<file path="src/hw/adc_bus_consts.svh">
// Purpose: constants of the parallel host port of the converter
// Assumes: 25 MHz system clock
// Notes:   the conversion count is in master clock half periods
`ifndef ADC_BUS_CONSTS_SVH
`define ADC_BUS_CONSTS_SVH

`define DATA_W          12
`define CTRL_RST        12'h000
`define RESULT_RST      12'h000
`define CONV_HALF_CYC   27
`define ID_LSB          5
`define ZERO_BIT4       4

`endif

</file>
<file path="src/hw/adc_bus_pkg.sv">
// Purpose: types of the parallel host port
// Assumes: widths written out here, not taken from the header
// Notes:   none
package adc_bus_pkg;

    typedef enum logic [1:0] {
        IDLE,
        CONVERT,
        LOAD
    } conv_state_e;

    typedef struct packed {
        logic chipSelN;
        logic readN;
        logic writeN;
        logic wordByteSel;
    } host_ctl_s;

    typedef struct packed {
        logic [11:0] value;
        logic [1:0]  channel;
    } result_s;

endpackage

</file>
<file path="src/hw/adc_parallel_bus_interface.sv">
// What this block does
// - Word mode moves full word at once
// - Byte mode uses low lines, bit8 selects
// - Ten-bit word reads zero lines 0,1
// - Byte low: low byte on lines 0-7
// - Ten-bit low byte: two zeros, six bits
// - Byte high: top four bits lines 0-3
// - High read: line4 zero, channel 5-6
// - Upper lines idle in byte mode
// - Bus driven only under strobes, else released
// - Busy rises after start fall, holds
// - Busy falls as result is loaded
// - Track resumes as busy falls
// - Conversion spans 13.5 master clocks
// - Start falling edge holds, starts conversion
// - Start rising edge wakes from auto power-down
// - Read with select puts result on bus
// - Write with select loads control register
//
// Purpose: host port and conversion sequencing of a four-channel converter
// Assumes: all inputs synchronous to clk; master clock sampled as a level
// Notes:   output enable of each data line is low while driving
`timescale 1ns/100ps
`include "adc_bus_consts.svh"

module adc_parallel_bus_interface #(
    parameter bit TEN_BIT = 1'b0
) (
    input  wire logic                  clk,
    input  wire logic                  rst,
    input  wire adc_bus_pkg::host_ctl_s hostCtl,
    input  wire logic [11:0]           dataIn,
    output logic [11:0]                dataOut,
    output logic [11:0]                dataOe,
    input  wire logic                  conversion_start_n,
    input  wire logic                  master_clock_in,
    input  wire adc_bus_pkg::result_s  sampleIn,
    input  wire logic                  autoPowerDown,
    output logic                       busy,
    output logic                       trackHold,
    output logic                       poweredUp,
    output logic [11:0]                controlWord,
    output logic                       controlLoad
);
    import adc_bus_pkg::*;

    // ----------------------------------------
    // Edge detection
    // ----------------------------------------
    logic startPrev_r, startPrev_nxt;
    logic mclkPrev_r, mclkPrev_nxt;
    logic readPrev_r, readPrev_nxt;
    logic startFall, startRise, mclkEdge, readStart;

    always_comb begin
        startPrev_nxt = conversion_start_n;
        mclkPrev_nxt  = master_clock_in;
        readPrev_nxt  = hostCtl.readN;
        startFall     = startPrev_r & ~conversion_start_n;
        startRise     = ~startPrev_r & conversion_start_n;
        // Both edges count: 13.5 periods are 27 half periods
        mclkEdge      = mclkPrev_r ^ master_clock_in;
        readStart     = readPrev_r & ~hostCtl.readN & ~hostCtl.chipSelN;
    end

    always_ff @(posedge clk) begin
        if (rst) begin
            startPrev_r <= 1'b1;
            mclkPrev_r  <= 1'b0;
            readPrev_r  <= 1'b1;
        end else begin
            startPrev_r <= startPrev_nxt;
            mclkPrev_r  <= mclkPrev_nxt;
            readPrev_r  <= readPrev_nxt;
        end
    end

    // ----------------------------------------
    // Conversion sequencing
    // ----------------------------------------
    conv_state_e state_r, state_nxt;
    logic [4:0]  halfCnt_r, halfCnt_nxt;
    logic        busy_r, busy_nxt;
    logic        hold_r, hold_nxt;
    logic        up_r, up_nxt;
    result_s     result_r, result_nxt;

    always_comb begin
        state_nxt   = state_r;
        halfCnt_nxt = halfCnt_r;
        busy_nxt    = busy_r;
        hold_nxt    = hold_r;
        up_nxt      = up_r;
        result_nxt  = result_r;
        if (startRise && !up_r) begin
            up_nxt = 1'b1;
        end
        unique case (state_r)
            IDLE: begin
                if (startFall && up_r) begin
                    state_nxt   = CONVERT;
                    hold_nxt    = 1'b1;
                    busy_nxt    = 1'b1;
                    halfCnt_nxt = 5'h00;
                end
            end
            CONVERT: begin
                if (mclkEdge) begin
                    halfCnt_nxt = halfCnt_r + 5'h01;
                    if (halfCnt_r == 5'(`CONV_HALF_CYC - 1)) begin
                        state_nxt = LOAD;
                    end
                end
            end
            LOAD: begin
                // Result latched in the same cycle busy drops
                result_nxt = sampleIn;
                hold_nxt   = 1'b0;
                state_nxt  = IDLE;
                busy_nxt   = 1'b0;
                if (autoPowerDown) begin
                    up_nxt = 1'b0;
                end
            end
            default: begin
                // Unused code: fall back to idle, busy and hold cleared
                state_nxt = IDLE;
                busy_nxt  = 1'b0;
                hold_nxt  = 1'b0;
            end
        endcase
    end

    always_ff @(posedge clk) begin
        if (rst) begin
            state_r   <= IDLE;
            halfCnt_r <= 5'h00;
            busy_r    <= 1'b0;
            hold_r    <= 1'b0;
            up_r      <= 1'b1;
            result_r  <= '{value: `RESULT_RST, channel: 2'h0};
        end else begin
            state_r   <= state_nxt;
            halfCnt_r <= halfCnt_nxt;
            busy_r    <= busy_nxt;
            hold_r    <= hold_nxt;
            up_r      <= up_nxt;
            result_r  <= result_nxt;
        end
    end

    // ----------------------------------------
    // Host bus
    // ----------------------------------------
    logic [11:0] dOut_r, dOut_nxt;
    logic [11:0] dOe_r, dOe_nxt;
    logic [11:0] ctrl_r, ctrl_nxt;
    logic        ctrlLd_r, ctrlLd_nxt;
    logic [11:0] readWord;
    logic        reading, writing, hiByte;

    always_comb begin
        reading  = ~hostCtl.chipSelN & ~hostCtl.readN;
        writing  = ~hostCtl.chipSelN & ~hostCtl.writeN;
        hiByte   = dataIn[8];
        readWord = result_r.value;
        if (TEN_BIT) begin
            readWord[1:0] = 2'h0;
        end
        dOut_nxt   = dOut_r;
        dOe_nxt    = 12'hfff;
        ctrl_nxt   = ctrl_r;
        ctrlLd_nxt = 1'b0;
        if (readStart) begin
            if (hostCtl.wordByteSel) begin
                dOut_nxt = readWord;
            end else if (hiByte) begin
                dOut_nxt = {4'h0, 1'b0, result_r.channel, 1'b0, readWord[11:8]};
            end else begin
                dOut_nxt = {4'h0, readWord[7:0]};
            end
        end
        if (reading) begin
            // Bit 8 is an input in byte mode
            dOe_nxt = hostCtl.wordByteSel ? 12'h000 : 12'hf00;
        end
        if (writing && !reading) begin
            ctrlLd_nxt = 1'b1;
            if (hostCtl.wordByteSel) begin
                ctrl_nxt = dataIn;
            end else if (hiByte) begin
                // Lines 4-7 assumed zero from the host
                ctrl_nxt = {dataIn[3:0], ctrl_r[7:0]};
            end else begin
                ctrl_nxt = {ctrl_r[11:8], dataIn[7:0]};
            end
        end
    end

    always_ff @(posedge clk) begin
        if (rst) begin
            dOut_r   <= 12'h000;
            dOe_r    <= 12'hfff;
            ctrl_r   <= `CTRL_RST;
            ctrlLd_r <= 1'b0;
        end else begin
            dOut_r   <= dOut_nxt;
            dOe_r    <= dOe_nxt;
            ctrl_r   <= ctrl_nxt;
            ctrlLd_r <= ctrlLd_nxt;
        end
    end

    assign dataOut     = dOut_r;
    assign dataOe      = dOe_r;
    assign busy        = busy_r;
    assign trackHold   = hold_r;
    assign poweredUp   = up_r;
    assign controlWord = ctrl_r;
    assign controlLoad = ctrlLd_r;

endmodule // adc_parallel_bus_interface

</file>
<file path="config.mk">
export PLATFORM = sky130hd
export DESIGN_NAME = adc_parallel_bus_interface
export DESIGN_NICKNAME = d
export VERILOG_FILES = /design/src/hw/adc_bus_pkg.sv /design/src/hw/adc_parallel_bus_interface.sv
export VERILOG_INCLUDE_DIRS = /design/src /design/src/hw
export SDC_FILE = /design/constraint.sdc
export NUM_CORES = 1
export LEC_CHECK = 0
export ABC_AREA = 1
export BUFFER_PORTS_ARGS = -buffer_cell sky130_fd_sc_hd__buf_2
export CORE_MARGIN = 5
export CORE_UTILIZATION = 46
export DETAILED_ROUTE_END_ITERATION = 10
export PLACE_DENSITY = 0.74
export SYNTH_ARGS = -nofsm -noshare
export SYNTH_HDL_FRONTEND = slang
export SYNTH_SLANG_ARGS = --single-unit
</file>
<file path="constraint.sdc">
create_clock -name clk -period 1.9 [get_ports clk]
set_input_delay 0.095 -clock clk [delete_from_list [all_inputs] [get_ports clk]]
set_output_delay 0.095 -clock clk [all_outputs]
set_load 0.005 [all_outputs]
</file>
* After elaboration in Yosys (flattened, before gate mapping)
Index checks and enable logic that the tools add are counted.
Cells by class: add/sub/neg operators 1, eq/ne operators 7, mux-type cells 18, bitwise operators 14, reduce and logical (&&, ||, !) cells 14
Operator list (count):
- $mux 12 | 4
- $mux 5 | 2
- $pmux 5 s2 | 1
- $mux 8 | 1
- $ne 2x2->1 const B | 4
- $not 1->1 | 7
- $and 1x1->1 | 6
- $mux 2 | 3
- $reduce_and 2->1 | 3
- $reduce_and 3->1 | 2
- $add 5x1->5 const B | 1
- $eq 5x5->1 const B | 1
- $mux 1 | 5
- $pmux 2 s2 | 1
- $reduce_bool 2->1 | 2
- $logic_and 1x1->1 | 3
- $eq 2x1->1 const B | 1
- $eq 2x2->1 const B | 1
- $logic_not 1->1 | 2
- $logic_not 2->1 | 1
- $pmux 1 s2 | 1
- $reduce_or 2->1 | 1
- $xor 1x1->1 | 1
Storage, ports and cells: register bits after elaboration 63, input port bits 35, output and inout port bits 40, word-level logic and storage cells 68

* Longest topological paths before layout
depth in word-level cells 6, depth in mapped cells 8, mapped depth without buffers 8

* Worst setup path before layout
Ideal clock, no wire load.
kind reg-to-reg, from register halfCnt_r[0], to register halfCnt_r[1], library setup time 70 ps, arrival time 915 ps, required time 1830 ps, slack 915 ps, stages on the path, launching flop included 6, buffers on the path 0, period minus slack after synthesis 985 ps, cells stage by stage dfxtp_1 inv_1 ha_1 nor2_1 nand2_1 a21oi_1
On the way: word-level cells in the longest chain between the ends 3
Ends and longest elaborated chain:
- start, declared | RTL line adc_parallel_bus_interface.sv:82 | logic [4:0] halfCnt_r, halfCnt_nxt;
- start signal, assigned | RTL line adc_parallel_bus_interface.sv:144 | halfCnt_r <= halfCnt_nxt;
- $add 5x1->5 | RTL line adc_parallel_bus_interface.sv:109 | halfCnt_nxt = halfCnt_r + 5'h01;
- $mux 5 | RTL line adc_parallel_bus_interface.sv:108 | if (mclkEdge) begin
- $pmux 5 s2 | RTL line adc_parallel_bus_interface.sv:98 | unique case (state_r)
Every way passes these cells. The select of a mux whose other input is x is not followed. A chain may end at the register's enable or synchronous reset.

* Worst setup path in the final report
from register state_r[1], to register up_r (netlist: poweredUp)
On the way: word-level cells in the longest chain between the ends 2
Ends and longest elaborated chain:
- start, declared | RTL line adc_parallel_bus_interface.sv:81 | conv_state_e state_r, state_nxt;
- start signal, assigned | RTL line adc_parallel_bus_interface.sv:143 | state_r <= state_nxt;
- $eq 2x2->1 | RTL line adc_parallel_bus_interface.sv:98
- $mux 1 | RTL line adc_parallel_bus_interface.sv:98
- end signal, assigned | RTL line adc_parallel_bus_interface.sv:147 | up_r <= up_nxt;
- end, declared | RTL line adc_parallel_bus_interface.sv:85 | logic up_r, up_nxt;
Every way passes these cells.

==> flow_summary.json <==
{
  "finalSetupViolCount": 0,
  "max_freq_mhz": 793,
  "cts_buffers": 5,
  "dominantRegCellSynth": "dfxtp_1",
  "gr-total-overflow": 0,
  "synth_area_um2": 2290,
  "drtIter0Drc": 63,
  "postSynth.asyncResetShare_pct": 0,
  "ios": 75,
  "netlist_top_cells_count": "nor2_1, dfxtp_1, nand2_1, o21ai_0, a21oi_1",
  "ir_drop_v": 0.000374,
  "synthDominantCellAreaShare_pct": 46.3,
  "worstReg2RegStart": "state_r[1]",
  "grt_usage_pct": 17.0,
  "nNetsFinal": 386,
  "gp_congestion": 0.803,
  "min_from": "dataIn[6]",
  "cts_tree": "yes",
  "cts_resized": 0,
  "path_max_fanout": 15,
  "path_class": "reg -> reg",
  "grt_pass1_vias": 1925,
  "h-tree-depth": 2,
  "die_h_um": 80.6,
  "clock-root-buffer": "clkbuf_8",
  "routed_wl_um": 5090,
  "area_growth_pct": 18.0,
  "hold_violations": 0,
  "crit_chain": "nand2_2 > inv_2 > nand2_1 > o21ai_0 > nand2_1",
  "rows": 25,
  "routedWlPerCell_um": 12.2,
  "finalCriticalPeriod_ps": 1260,
  "relSlewSlack_pct": 69.7,
  "hp-class": "in -> reg",
  "clockBufferDepth": 2,
  "cpMaxStageDelayCell": "dfxtp_1",
  "seqCellArea_um2": 1060,
  "drive_gt1_share_pct": 32.3,
  "synthCells": 288,
  "drc_errors": 0,
  "multi_input_area_um2": 972,
  "p_leak_nw": 1.22,
  "tns_ps": 0,
  "worst_slack_ps": 639,
  "dp_hpwl_um": 3790,
  "synth-seq-cells": 53,
  "dp_slack_ps": 606,
  "fin_crit_sh_pct": 66.4,
  "wl_met3_um": 322,
  "synthDistinctLibCells": 25,
  "required_ps": 2090,
  "die_x_um": 80.6,
  "antenna_found_initial": 0,
  "antenna_cells": 0,
  "fillers": 492,
  "wl_met1_um": 2290,
  "dr.pass1.iters": 4,
  "synth_top_cell_by_area": "dfxtp_1",
  "max_stage_delay_ps": 410,
  "core_area_um2": 4790,
  "crit_start": "state_r[1]",
  "synth_nets": 325,
  "arrival_ps": 1450,
  "fin_area_um2": 2700,
  "placed_area_um2": 2570,
  "crit_top_cell": "nand2_1",
  "start_util_pct": 47.9,
  "clk_pin_slew_worst_paths_ps": 90,
  "synth-edff-count": 0,
  "path_buf_inv": 1,
  "port_buffers": 74,
  "finClkSkew_ps": 4.12,
  "worst_pin_slew_ps": 454,
  "rsz0062_at_grt": "false",
  "ys_warn_count": 0,
  "yosysSeqAreaShare_pct": 46.3,
  "synth_area_leaders": "dfxtp_1, nor2_1, nand2_1",
  "status": "finished, final reports clean",
  "slew_viol_final": 0,
  "maxCapViolations": 0,
  "yosysMostFrequentCell": "nor2_1",
  "wl_met2_um": 2370,
  "endpoint_kind": "register",
  "insertion_delay_ps": 300,
  "grt_max_degree": 38,
  "cellPowerDensity_nw_per_um2": 793,
  "maxUsedRoutingLayer": "met4",
  "syn_avg_cell_area_um2": 7.95,
  "drtAntennaViolNets": 0,
  "grt_pass1_wl_um": 8650,
  "vias": 1993,
  "viasPerCell": 4.78,
  "cts.sinks": 53,
  "fp.dieArea_um2": 6490,
  "worst_path_dominant_cell_family": "flip-flops",
  "startpoint_type": "register"
}
-- cell type report --
type | count | area share (%)
Clock buffer | 7 | 3.19
Inverter | 20 | 2.96
Tap cell | 67 | 3.10
Sequential cell | 53 | 39.2
Timing Repair Buffer | 76 | 14.4
Multi-Input combinational cell | 193 | 36.0
Clock inverter | 1 | 1.11
-- metal layers --
layer,track usage (%),vias up
met5,0,-
met4,6.93,0
met3,4.48,10
met2,28.9,48
met1,20.1,897
li1,-,1038
-- worst min-delay path, cell delays in order --
cell and delay, ps:
buf_2 70, nor2_1 30, nor2_1 80
-- cell families after synthesis --
| group | after synthesis | share of synthesized area (%) |
|---|---|---|
| compound gates | 66 | 16.1 |
| fa+ha+maj | 2 | 1.09 |
| buf+inv | 42 | 11.2 |
| flops | 53 | 46.3 |
| simple gates | 125 | 25.3 |
-- metrics by stage --
step,total power [mW],cells,hold slack [ps],utilization (%)
2_1_floorplan,1.33,288,180,-
3_3_place_gp,1.39,407,302,53.6
3_5_place_dp,1.40,407,316,53.6
4_1_cts,2.17,417,0.686,56.5
5_1_grt,2.24,417,12.0,56.5
6_report,2.15,417,7.28,56.5
-- placed cells by master (no fill, tap or decap) --
| cell type | count |
|---|---|
| buf_2 | 74 |
| nor2_1 | 56 |
| dfxtp_1 | 53 |
| nand2_1 | 41 |
| o21ai_0 | 25 |
| a21oi_1 | 18 |
| inv_1 | 14 |
| o21ai_1 | 12 |
| a21oi_2 | 8 |
| nand3_1 | 7 |
| nand3_2 | 7 |
| clkbuf_8 | 6 |
| inv_2 | 4 |
| nor2_4 | 3 |
| nor2_2 | 3 |
| nand2_2 | 3 |
| a21boi_0 | 3 |
| inv_4 | 2 |
| nand2_4 | 2 |
| nor3_1 | 2 |
| ha_1 | 2 |
| dlygate4sd3_1 | 2 |
| and2_1 | 1 |
| clkbuf_1 | 1 |
| bufinv_16 | 1 |
-- sequential cells by signal (all words and copies together), names as in the netlist, 2 cells and up --
register and count:
controlWord 12, dataOe 2, dataOut 12, halfCnt_r 5, readWord 12, result_r 2, state_r 2
-- timing repair --
action,CTS,global route
hold buffers,2,0
endpoints found under the setup margin,0,0
hold endpoints to repair,2,0
setup buffers,0,0
-- worst paths after layout --
| kind | endpoint | slack (ps) | cells after the start |
|---|---|---|---|
| worst max-delay path | poweredUp | 640 | 5 |
| worst min-delay path | controlWord[6] | 7 | 3 |
| worst max register to register | poweredUp | 640 | 5 |
| worst min register to register | dataOut[6] | 480 | 2 |
-- power by group --
part | total, mW | switching [mW] | internal [mW]
Clock | 0.774 | 0.345 | 0.429
Sequential | 1.16 | 0.0181 | 1.14
Combinational | 0.213 | 0.126 | 0.0870
Total | 2.15 | 0.489 | 1.66
Note: power is estimated with default switching activity, not from simulation.
